File: config.mk
export PLATFORM = sky130hd
export DESIGN_NAME = bpw_bridge
export DESIGN_NICKNAME = d
export VERILOG_FILES = /design/src/bpw_pkg.sv /design/src/bpw_bridge.sv /design/src/bpw_deadband.sv
export SDC_FILE = /design/constraint.sdc
export NUM_CORES = 1
export LEC_CHECK = 0
export BUFFER_PORTS_ARGS = -buffer_cell sky130_fd_sc_hd__buf_2
export CORE_UTILIZATION = 53
export DETAILED_ROUTE_END_ITERATION = 8
export PLACE_DENSITY = 0.78
export SYNTH_ARGS = -nofsm -noshare
export SYNTH_HDL_FRONTEND = slang
export SYNTH_SLANG_ARGS = --single-unit
export TNS_END_PERCENT = 100
File: constraint.sdc
create_clock -name i_clk -period 4.8 [get_ports i_clk]
set_input_delay 0.96 -clock i_clk [delete_from_list [all_inputs] [get_ports i_clk]]
set_output_delay 0.96 -clock i_clk [all_outputs]
set_load 0.05 [all_outputs]
File: src/bpw_pkg.sv
// package for the bridge pwm steering and shutdown block
// What this block does
// - half-bridge drives pwm on A, complement on B
// - delay longer than duty keeps output inactive
// - forward: A active, D modulated, B C inactive
// - reverse: C active, B modulated, A D inactive
// - new direction takes effect next pwm period
// - during change modulated off, unmodulated pair swapped
// - full-bridge modes use no dead band
// - two low mode bits set pair polarities
// - flag set when second period begins after enable
// - three-bit field selects comparator or fault triggers
// - firmware setting status bit forces shutdown
// - status bit 7 sticks until cleared or restart
// - shutdown forces pin states at once, unclocked
// - each pair: low, high or high impedance
// - shutdown is level driven, lasts while asserted
// - status writes ignored while condition present
// - after restart output resumes at next period
// - dead band only on inactive to active edge
// - auto restart clears status when condition leaves
// - first enable waits for a new period start
package bpw_pkg;
	// register byte offsets on the avalon slave
	localparam logic [7:0] BPW_OFF_UNIT_CTL = 8'h00;
	localparam logic [7:0] BPW_OFF_DEAD_BAND = 8'h04;
	localparam logic [7:0] BPW_OFF_AUTO_SD = 8'h08;
	localparam logic [7:0] BPW_OFF_DRIVER_EN = 8'h0c;
	localparam logic [7:0] BPW_OFF_STATUS = 8'h10;
	// reset values
	localparam logic [7:0] BPW_RST_UNIT_CTL = 8'h00;
	localparam logic [7:0] BPW_RST_DEAD_BAND = 8'h00;
	localparam logic [7:0] BPW_RST_AUTO_SD = 8'h00;
	localparam logic [3:0] BPW_RST_DRIVER_EN = 4'h0;
	// unit_control fields
	localparam int BPW_MODE_MSB = 7; // output_mode_field
	localparam int BPW_MODE_LSB = 6;
	localparam int BPW_DIR_BIT = 7; // bridge_direction_bit
	localparam int BPW_SEL_MSB = 3; // mode_select_field
	localparam int BPW_SEL_LSB = 0;
	localparam int BPW_POL_AC_BIT = 1; // pair a/c active low
	localparam int BPW_POL_BD_BIT = 0; // pair b/d active low
	localparam logic [1:0] BPW_PWM_SEL = 2'h3; // mode_select_field[3:2] for pwm
	// dead_band_control fields
	localparam int BPW_RESTART_BIT = 7;
	localparam int BPW_DBC_MSB = 6;
	// auto_shutdown_control fields
	localparam int BPW_SD_STATUS_BIT = 7;
	localparam int BPW_SRC_MSB = 6;
	localparam int BPW_SRC_LSB = 4;
	localparam int BPW_PSS_AC_MSB = 3;
	localparam int BPW_PSS_AC_LSB = 2;
	localparam int BPW_PSS_BD_MSB = 1;
	localparam int BPW_PSS_BD_LSB = 0;
	// output modes
	localparam logic [1:0] BPW_OM_SINGLE = 2'h0;
	localparam logic [1:0] BPW_OM_FWD = 2'h1;
	localparam logic [1:0] BPW_OM_HALF = 2'h2;
	localparam logic [1:0] BPW_OM_REV = 2'h3;
	// oscillator periods per instruction cycle, the dead band unit
	localparam int BPW_OSC_PER_TCY = 4;
	localparam int BPW_DBC_WIDTH = 7;
	// enable sequencing states
	typedef enum logic [1:0] {
		BPW_ST_OFF = 2'b00,
		BPW_ST_WAIT = 2'b01,
		BPW_ST_RUN = 2'b10
	} bpw_state_t;
endpackage

File: src/bpw_bridge.sv
// bridge output steering, polarity and auto-shutdown with avalon registers
`timescale 1ns/1ps
`default_nettype none
module bpw_bridge import bpw_pkg::*; (
	input wire logic i_clk,
	input wire logic i_rst_n,
	// avalon-mm slave
	input wire logic [7:0] i_avs_address,
	input wire logic i_avs_read,
	input wire logic i_avs_write,
	input wire logic [31:0] i_avs_writedata,
	output logic [31:0] o_avs_readdata,
	output logic o_avs_waitrequest,
	// from the period timer
	input wire logic i_pwm, // raw duty waveform, high = active
	input wire logic i_period_start, // one-cycle pulse at each period start
	// shutdown sources
	input wire logic i_fault_input_pin_n,
	input wire logic i_comparator_one_output,
	input wire logic i_comparator_two_output,
	// pins, with output enables
	output logic o_out_a,
	output logic o_out_a_oe,
	output logic o_out_b,
	output logic o_out_b_oe,
	output logic o_out_c,
	output logic o_out_c_oe,
	output logic o_out_d,
	output logic o_out_d_oe,
	output logic o_period_timer_a_match_flag // first full cycle done
);
	typedef struct packed {
		bpw_state_t st; // enable sequencing
		logic [7:0] ctl; // unit_control
		logic [7:0] dbc; // dead_band_control
		logic [6:0] asc; // auto_shutdown_control low bits
		logic sd; // shutdown_status_bit
		logic [3:0] drv; // pin driver enables d..a
		logic ack; // bus answer cycle
		logic [31:0] rdata; // read data
		logic dir; // applied direction, 1 = reverse
		logic done; // full cycle complete flag
		logic hold; // output held until next period
		logic [3:0] act; // active levels d..a before polarity
		logic [1:0] tcy; // oscillator phase in instruction cycle
	} bpw_main_t;

	bpw_main_t r_reg;
	bpw_main_t r_next;

	// decode of the shutdown source field against the live levels
	function automatic logic sd_trigger(input logic [2:0] src, input logic c1,
			input logic c2, input logic flt_n);
		logic hit;
		hit = (src[0] && c1) || (src[1] && c2);
		if (src[2]) begin
			hit = hit || !flt_n;
		end
		return hit;
	endfunction

	// shared decoded configuration
	logic [1:0] mode;
	logic pwm_on;
	logic is_fb;
	logic is_half;
	logic run;
	logic cond;
	logic shut;
	logic pending;
	logic tick;
	logic db_a;
	logic db_b;
	logic req;
	logic wr_hit;
	logic [1:0] pss_ac;
	logic [1:0] pss_bd;
	logic [3:0] used;
	logic [3:0] pol;

	assign mode = r_reg.ctl[BPW_MODE_MSB:BPW_MODE_LSB];
	assign pwm_on = (r_reg.ctl[BPW_SEL_MSB:BPW_SEL_MSB-1] == BPW_PWM_SEL);
	assign is_fb = mode[0];
	assign is_half = (mode == BPW_OM_HALF);
	assign run = (r_reg.st == BPW_ST_RUN);
	assign cond = sd_trigger(r_reg.asc[BPW_SRC_MSB:BPW_SRC_LSB], i_comparator_one_output,
		i_comparator_two_output, i_fault_input_pin_n);
	// live condition joins the sticky bit so pins react in the same cycle
	assign shut = cond || r_reg.sd || r_reg.hold;
	assign pending = is_fb && (r_reg.ctl[BPW_DIR_BIT] != r_reg.dir);
	assign tick = (r_reg.tcy == 2'(BPW_OSC_PER_TCY - 1));
	assign req = i_avs_read || i_avs_write;
	assign wr_hit = i_avs_write && r_reg.ack;
	assign pss_ac = r_reg.asc[BPW_PSS_AC_MSB:BPW_PSS_AC_LSB];
	assign pss_bd = r_reg.asc[BPW_PSS_BD_MSB:BPW_PSS_BD_LSB];

	// half-bridge dead band on the true and complement paths
	bpw_deadband #(.CW(BPW_DBC_WIDTH)) u_db_a (
		.i_clk(i_clk),
		.i_rst_n(i_rst_n),
		.i_en(run && is_half),
		.i_tick(tick),
		.i_count(r_reg.dbc[BPW_DBC_MSB:0]),
		.i_sig(i_pwm),
		.o_out(db_a)
	);
	bpw_deadband #(.CW(BPW_DBC_WIDTH)) u_db_b (
		.i_clk(i_clk),
		.i_rst_n(i_rst_n),
		.i_en(run && is_half),
		.i_tick(tick),
		.i_count(r_reg.dbc[BPW_DBC_MSB:0]),
		.i_sig(!i_pwm),
		.o_out(db_b)
	);

	// next-state of the whole block
	always_comb begin
		r_next = r_reg;
		r_next.tcy = r_reg.tcy + 2'h1; // instruction cycle divider
		// bus: one wait state, then answer
		r_next.ack = req && !r_reg.ack;
		if (req && !r_reg.ack && i_avs_read) begin
			unique case (i_avs_address)
				BPW_OFF_UNIT_CTL: r_next.rdata = {24'h00_0000, r_reg.ctl};
				BPW_OFF_DEAD_BAND: r_next.rdata = {24'h00_0000, r_reg.dbc};
				BPW_OFF_AUTO_SD: r_next.rdata = {24'h00_0000, r_reg.sd, r_reg.asc};
				BPW_OFF_DRIVER_EN: r_next.rdata = {28'h000_0000, r_reg.drv};
				BPW_OFF_STATUS: r_next.rdata = {24'h00_0000, 2'h0, r_reg.st, r_reg.hold,
					r_reg.dir, cond, r_reg.done};
				default: r_next.rdata = 32'h0000_0000; // unmapped reads zero
			endcase
		end
		if (wr_hit) begin
			unique case (i_avs_address)
				BPW_OFF_UNIT_CTL: r_next.ctl = i_avs_writedata[7:0];
				BPW_OFF_DEAD_BAND: r_next.dbc = i_avs_writedata[7:0];
				BPW_OFF_AUTO_SD: r_next.asc = i_avs_writedata[6:0];
				BPW_OFF_DRIVER_EN: r_next.drv = i_avs_writedata[3:0];
				default: ; // status and unmapped writes dropped
			endcase
		end
		// sticky status: condition wins over any write
		if (cond) begin
			r_next.sd = 1'b1;
		end else if (wr_hit && i_avs_address == BPW_OFF_AUTO_SD) begin
			r_next.sd = i_avs_writedata[BPW_SD_STATUS_BIT];
		end else if (r_reg.dbc[BPW_RESTART_BIT] && r_reg.sd) begin
			r_next.sd = 1'b0;
		end
		// writes while cond holds never reach sd, cond branch first
		if (cond || r_reg.sd) begin
			r_next.hold = 1'b1;
		end else if (i_period_start) begin
			r_next.hold = 1'b0;
		end
		// enable sequencing
		unique case (r_reg.st)
			BPW_ST_OFF: begin
				r_next.done = 1'b0;
				if (pwm_on) begin
					r_next.st = BPW_ST_WAIT;
				end
			end
			BPW_ST_WAIT: begin
				if (!pwm_on) begin
					r_next.st = BPW_ST_OFF;
				end else if (i_period_start) begin
					r_next.st = BPW_ST_RUN;
					r_next.dir = r_reg.ctl[BPW_DIR_BIT];
				end
			end
			BPW_ST_RUN: begin
				if (!pwm_on) begin
					r_next.st = BPW_ST_OFF;
				end else if (i_period_start) begin
					r_next.done = 1'b1;
					r_next.dir = r_reg.ctl[BPW_DIR_BIT];
				end
			end
			default: r_next.st = BPW_ST_OFF;
		endcase
		// active levels a,b,c,d in bits 0..3
		r_next.act = 4'h0;
		if (run) begin
			unique case (mode)
				BPW_OM_SINGLE: r_next.act = {3'h0, i_pwm};
				BPW_OM_HALF: r_next.act = {2'h0, db_b, db_a};
				default: begin
					if (pending) begin
						// modulated off, fixed legs already swapped
						r_next.act = {1'b0, r_reg.ctl[BPW_DIR_BIT], 1'b0,
							!r_reg.ctl[BPW_DIR_BIT]};
					end else if (!r_reg.dir) begin
						r_next.act = {i_pwm, 1'b0, 1'b0, 1'b1};
					end else begin
						r_next.act = {1'b0, 1'b1, i_pwm, 1'b0};
					end
				end
			endcase
		end
	end

	// single register stage for all state
	always_ff @(posedge i_clk) begin
		if (!i_rst_n) begin
			r_reg <= '{st: BPW_ST_OFF, ctl: BPW_RST_UNIT_CTL, dbc: BPW_RST_DEAD_BAND,
				asc: BPW_RST_AUTO_SD[6:0], sd: BPW_RST_AUTO_SD[7], drv: BPW_RST_DRIVER_EN,
				default: '0};
		end else begin
			r_reg <= r_next;
		end
	end

	// pins used by each mode; half-bridge leaves c and d to the port
	always_comb begin
		unique case (mode)
			BPW_OM_SINGLE: used = 4'h1;
			BPW_OM_HALF: used = 4'h3;
			default: used = 4'hf;
		endcase
	end

	// polarity per pair; changing it live glitches the pins
	assign pol = {r_reg.ctl[BPW_POL_BD_BIT], r_reg.ctl[BPW_POL_AC_BIT],
		r_reg.ctl[BPW_POL_BD_BIT], r_reg.ctl[BPW_POL_AC_BIT]};

	// pin drive: shutdown override is combinational, no clock wait
	always_comb begin
		o_out_a = shut ? pss_ac[0] : (r_reg.act[0] ^ pol[0]);
		o_out_c = shut ? pss_ac[0] : (r_reg.act[2] ^ pol[2]);
		o_out_b = shut ? pss_bd[0] : (r_reg.act[1] ^ pol[1]);
		o_out_d = shut ? pss_bd[0] : (r_reg.act[3] ^ pol[3]);
		o_out_a_oe = pwm_on && used[0] && r_reg.drv[0] && !(shut && pss_ac[1]);
		o_out_c_oe = pwm_on && used[2] && r_reg.drv[2] && !(shut && pss_ac[1]);
		o_out_b_oe = pwm_on && used[1] && r_reg.drv[1] && !(shut && pss_bd[1]);
		o_out_d_oe = pwm_on && used[3] && r_reg.drv[3] && !(shut && pss_bd[1]);
	end

	assign o_avs_waitrequest = req && !r_reg.ack;
	assign o_avs_readdata = r_reg.rdata;
	assign o_period_timer_a_match_flag = r_reg.done;
endmodule // bpw_bridge
`default_nettype wire

File: src/bpw_deadband.sv
// rising-edge delay unit for one half-bridge output
`timescale 1ns/1ps
`default_nettype none
module bpw_deadband import bpw_pkg::*; #(
	parameter int CW = BPW_DBC_WIDTH
) (
	input wire logic i_clk,
	input wire logic i_rst_n,
	input wire logic i_en, // unit active
	input wire logic i_tick, // one instruction cycle elapsed
	input wire logic [CW-1:0] i_count, // delay in instruction cycles
	input wire logic i_sig, // undelayed active level
	output logic o_out // delayed active level
);
	if (CW < 1 || CW > 16) begin : g_bad_width
		$error("bpw_deadband: unsupported count width");
	end

	typedef struct packed {
		logic [CW-1:0] cnt; // remaining delay
		logic out; // delayed output
	} bpw_db_t;

	bpw_db_t db_reg;
	bpw_db_t db_next;

	// delay only when going active; dropping out is immediate
	always_comb begin
		db_next = db_reg;
		if (!i_en || !i_sig) begin
			db_next.out = 1'b0;
			db_next.cnt = i_count; // reload for next edge
		end else if (!db_reg.out) begin
			if (db_reg.cnt == '0) begin
				db_next.out = 1'b1;
			end else if (i_tick) begin
				db_next.cnt = db_reg.cnt - 1'b1;
			end
		end
	end

	// a pulse shorter than the delay never reaches out
	always_ff @(posedge i_clk) begin
		if (!i_rst_n) begin
			db_reg <= '0;
		end else begin
			db_reg <= db_next;
		end
	end

	assign o_out = db_reg.out;
endmodule // bpw_deadband
`default_nettype wire

Yosys cells after proc, flatten, opt, wreduce, memory -nomap -nowiden
Cells that the tools add are included.

storage, ports and cells
  register bits = 88
  latch bits = 0
  RAM bits = 0
  ROM bits = 0
  input bits = 49
  memories kept = 0

cells by class
  add/sub/neg operators = 3
  multipliers = 0
  divide/modulo/power cells = 0
  $lt $le $gt $ge = 0
  eq/ne operators = 21
  shifts and indexed selects = 0
  muxes and demuxes = 36
  bitwise logic cells = 5
  reductions and logical operators = 60

operator list
  kind                   number
  $pmux W8 S5            1
  $mux W8                4
  $mux W7                4
  $logic_and A1 B1 Y1    23
  $eq A8 B4 Y1 const B   2
  $ne A2 B2 Y1 const B   8
  $pmux W4 S2            2
  $logic_not A7 Y1       2
  $mux W1                14
  $sub A7 B1 Y7 const B  2
  $mux W2                6
  $reduce_and A3 Y1      4
  $reduce_and A2 Y1      5
  $reduce_bool A2 Y1     5
  $eq A2 B2 Y1 const B   4
  $eq A8 B3 Y1 const B   1
  $eq A8 B5 Y1 const B   1
  $logic_not A8 Y1       1
  $mux W4                2
  $logic_not A1 Y1       7
  $logic_or A1 B1 Y1     7
  $pmux W2 S3            1
  $reduce_and A5 Y1      1
  $logic_not A2 Y1       2
  10 further kinds       16

Depth between registers and ports, before layout
  depth after elaboration = 9
  gate-level depth with buffers = 6
  gate-level depth less buffers = 6

Hierarchy
A second synthesis with hierarchy kept.

second synthesis, totals
  cells, all modules = 371
  area, all modules = 3,512.1 sq um

by module, submodules not included
  module        instances  cells each  area an instance (sq um)
  bpw_bridge    1          261         2,551.2
  bpw_deadband  2          55          480.5

Worst setup path after synthesis
OpenSTA, ideal clock, no wires.

  kind = input to output
  start point = in i_comparator_one_output
  end point = out o_out_a_oe
  arrival time = 2.523 ns
  path slack = 1.317 ns
  stages = 4
  path buffers = 0
  path through = a22oi_1 o21ai_0 or3_1 a21oi_1

between the ends
  word-level cells in the longest chain between the ends = 9

RTL lines
  what                                RTL line           source
  start, declared                     bpw_bridge.sv:19   input wire logic i_comparator_one_output,
  $logic_and A1 B1 Y1 *               bpw_bridge.sv:55   hit = (src[0] && c1) || (src[1] && c2);
  $logic_or A1 B1 Y1 *                bpw_bridge.sv:55
  $logic_or A1 B1 Y1                  bpw_bridge.sv:57   hit = hit || !flt_n;
  $mux W1 *                           bpw_bridge.sv:56   if (src[2]) begin
  $logic_or A1 B1 Y1 * (2 in series)  bpw_bridge.sv:89   assign shut = cond || r_reg.sd || r_reg.hold;
  $logic_and A1 B1 Y1 *               bpw_bridge.sv:234  o_out_a_oe = pwm_on && used[0] && r_reg.drv[0] && !(shut && pss_ac[1]);
  $logic_not A1 Y1 *                  bpw_bridge.sv:234
  $logic_and A1 B1 Y1 *               bpw_bridge.sv:234
  end, declared                       bpw_bridge.sv:23   output logic o_out_a_oe,

Mark *: on every way between the ends. The rest lies on a longest branch, timed or not.

Final worst setup path
  start point = in i_comparator_one_output
  end point = out o_out_c

between the ends
  word-level cells in the longest chain between the ends = 7

RTL lines
  what                                RTL line           source
  $logic_and A1 B1 Y1 *               bpw_bridge.sv:55
  $logic_or A1 B1 Y1 *                bpw_bridge.sv:55
  $logic_or A1 B1 Y1                  bpw_bridge.sv:57
  $mux W1 *                           bpw_bridge.sv:56
  $logic_or A1 B1 Y1 * (2 in series)  bpw_bridge.sv:89
  $mux W1 *                           bpw_bridge.sv:231  o_out_c = shut ? pss_ac[0] : (r_reg.act[2] ^ pol[2]);
  end, declared                       bpw_bridge.sv:26   output logic o_out_c,

Marks and branches as above.

==> flow_summary.json <==
{
  "status": "completed",
  "detail_route.wl_per_cell_um": 16.4,
  "cts_hold_buf": 0,
  "period_minus_slack_ns": 3.72,
  "post_synth_inst_count": 380,
  "synth_xor_xnor_area_share": 0.0153,
  "critical_register_to_register_path_startpoint": "mode[1]$_SDFFE_PN0P_",
  "timing_worst_slew_pin_value_ns": 0.785,
  "ys_async_sr_fraction": 0,
  "syn_area_um2": 3440,
  "critical_path_peak_fanout": 6,
  "floorplan.initialDensity": 0.564,
  "crit_start": "i_comparator_one_output",
  "timing.clock.skew_ns": 0.0124,
  "ys.warnings.count": 0,
  "globalRouteOverflowTotal": 0,
  "max-cap-violations": 0,
  "grt_pass1_wl_mm": 12.8,
  "setup.worst_path.start_class": "input port",
  "endpoint": "o_out_c",
  "final_layout_size_suffix_gt1_frac": 0.190,
  "synth_simple_gate_area_share": 0.227,
  "grt_max_degree": 42,
  "clock_insertion_delay_worst_skew_ns": 0.35,
  "crit_required_ns": 3.84,
  "synth_to_final_area_change_pct": 10.0,
  "vias": 2846,
  "yosys-mux-area-fraction": 0.131,
  "final_cells": 486,
  "cts_tree": "yes",
  "clock-root-buffer": "sky130_fd_sc_hd__clkbuf_8",
  "cts.repair.resized": 0,
  "placementRows": 28,
  "hold_viol": 0,
  "hp-class": "reg -> reg",
  "routed_wl_mm": 7.98,
  "synthesized_area_per_cell_um2": 9.05,
  "max_clock_freq_mhz": 269,
  "final.setup.tns_ns": 0,
  "synth_adder_area_share": 0.0109,
  "p_leak_uw": 0.00171,
  "cts.htree.levels": 3,
  "clock_tree.buffer_depth": 2,
  "detail_route.drc_violations": 0,
  "setup.worst_path.class": "in -> out",
  "first_global_vias": 2683,
  "r2r_end": "u_db_b.db_reg[3]$_SDFFE_PN0P_",
  "post-cts-setup-buffers": 0,
  "chipWidth_um": 82.6,
  "netlist-cell-type-count": 54,
  "synth_seq_area_share": 0.372,
  "antennaDiodeCount": 0,
  "yosysTopAreaCell": "sky130_fd_sc_hd__dfxtp_1",
  "synth_top_family_by_area": "simple AND/OR/NAND/NOR gates",
  "max-slew-margin-rel": 0.471,
  "gp_routability_congestion": 0.841,
  "clock_tree_sinks": 64,
  "final_net_count": 458,
  "largest_reg_flops": 31,
  "detail-route-antenna-nets": 0,
  "drt_iter0_drc": 242,
  "vdd_drop_max_uv": 283,
  "initial_antenna_violation_count": 0,
  "yosys.area.top_type_share": 0.372,
  "worst_ep_arrival_time_ns": 2.76,
  "viasPerCell": 5.86,
  "sum_of_net_half_perimeters_after_detailed_placement_mm": 5.54,
  "dr.pass1.iters": 4,
  "synth.ff_latch_count": 64,
  "timing.critical_path.to_type": "primary output",
  "clk_pin_slew_worst_paths_ns": 0.08,
  "power_density_nw_per_um2": 331,
  "report.final.setup_viol": 0,
  "die_area_um2": 6820,
  "num_io_pins": 91,
  "synth-compound-area-share": 0.140,
  "coreArea_um2": 6100,
  "rr_worst_depth": 4,
  "setup_repair_after_global_routing_missed_its_margin": "false",
  "placed_insts": 470,
  "globalRouteTotalUtil": 0.256,
  "synth_area_leaders": "sky130_fd_sc_hd__dfxtp_1 37%, sky130_fd_sc_hd__mux2i_1 10%, sky130_fd_sc_hd__buf_4 7.0%",
  "regToRegSetupSlack_ns": 2.84,
  "die_h_um": 82.6,
  "post-route-period-util": 0.775,
  "slew_violations": 0,
  "portBuffers": 42,
  "most_used_flip_flop_cell_after_synthesis": "sky130_fd_sc_hd__dfxtp_1",
  "number_of_synthesized_flops_with_an_enable_pin": 0,
  "numCtsBuffers": 9
}
## logic make-up after synthesis
kind of cell / Yosys count
mux: 44
flops: 64
fa+ha+maj: 3
simple gates: 130
xor+xnor: 6
buf+inv: 60
other cells: 1
compound gates: 72
## stage by stage
stage          area, um^2  hold slack (ns)  worst slack [ns]  power, uW   util
6_report             3790            0.432              1.08       1250  0.621
5_1_grt              3790            0.449             0.998       1290  0.621
4_1_cts              3790            0.439              1.09       1260  0.621
3_5_place_dp         3520            0.429              1.09        641  0.577
3_3_place_gp         3520            0.411              1.17        640  0.577
2_1_floorplan        3530            0.399              1.32        635      -
## synthesized netlist by cell type, types with 6 or more instances
library cell               number
sky130_fd_sc_hd__nand3_1       11
sky130_fd_sc_hd__nor2b_1       18
sky130_fd_sc_hd__buf_4         32
sky130_fd_sc_hd__and4_1         6
sky130_fd_sc_hd__nand2b_1       8
sky130_fd_sc_hd__a21oi_1       17
sky130_fd_sc_hd__nand2_1       12
sky130_fd_sc_hd__nor3_1        13
sky130_fd_sc_hd__inv_1         10
sky130_fd_sc_hd__mux2_2         9
sky130_fd_sc_hd__mux2i_1       35
sky130_fd_sc_hd__o21ai_0       18
sky130_fd_sc_hd__clkbuf_1      11
sky130_fd_sc_hd__dfxtp_1       64
sky130_fd_sc_hd__nor2_1        29
## worst max-delay path: stages
cell and delay (ns):
sky130_fd_sc_hd__buf_2 0.10, sky130_fd_sc_hd__a22oi_1 0.15, sky130_fd_sc_hd__o21ai_0 0.30, sky130_fd_sc_hd__nor3_1 0.62
sky130_fd_sc_hd__mux2_2 0.41, sky130_fd_sc_hd__buf_2 0.21
## per-layer routing
metal	global-route usage	part of all wire	up-vias
met5	0	0	-
met4	0.0931	0.019	0
met3	0.0725	0.068	13
met2	0.409	0.45	131
met1	0.328	0.46	1338
li1	-	-	1364
## layout by cell type (no fill, tap or decap), drive strengths merged, types with 10 or more instances in the layout
| cell | Yosys | routed |
|---|---|---|
| o21ai | 18 | 18 |
| nor2 | 29 | 29 |
| buf | 39 | 42 |
| nor2b | 18 | 18 |
| a21oi | 17 | 17 |
| dfxtp | 64 | 64 |
| conb | 1 | 24 |
| nand3 | 14 | 14 |
| nor3 | 14 | 14 |
| mux2i | 35 | 35 |
| inv | 10 | 10 |
| clkbuf | 11 | 11 |
| nand2 | 12 | 12 |
## where the power goes
| part | switching, uW | internal (uW) |
|---|---|---|
| Combinational | 76.7 | 18.7 |
| Clock | 210 | 412 |
| Sequential | 1.35 | 533 |
| Total | 288 | 964 |
## layout make-up
class	count	area, um^2
fill	529	2310
timing repair buffer	42	210
inverter	10	37.5
clock inverter	5	128
sequential	64	1280
multi-input combinational	279	1890
tap	75	93.8
clock buffer	11	141
## worst min-delay path by stage
| stage | cells after the start | slack [ns] | endpoint | from |
|---|---|---|---|---|
| 2_1_floorplan | 1 | 0.40 | r_reg[0]$_SDFF_PN0_ | r_reg[0]$_SDFF_PN0_ |
| 3_3_place_gp | 1 | 0.41 | r_reg[0]$_SDFF_PN0_ | r_reg[0]$_SDFF_PN0_ |
| 3_5_place_dp | 1 | 0.43 | r_reg[0]$_SDFF_PN0_ | r_reg[0]$_SDFF_PN0_ |
| 4_1_cts | 1 | 0.44 | r_reg[0]$_SDFF_PN0_ | r_reg[0]$_SDFF_PN0_ |
| 5_1_grt | 1 | 0.45 | r_reg[0]$_SDFF_PN0_ | r_reg[0]$_SDFF_PN0_ |
| 6_report | 1 | 0.43 | r_reg[0]$_SDFF_PN0_ | r_reg[0]$_SDFF_PN0_ |
Power figures use the tool's default switching activity.
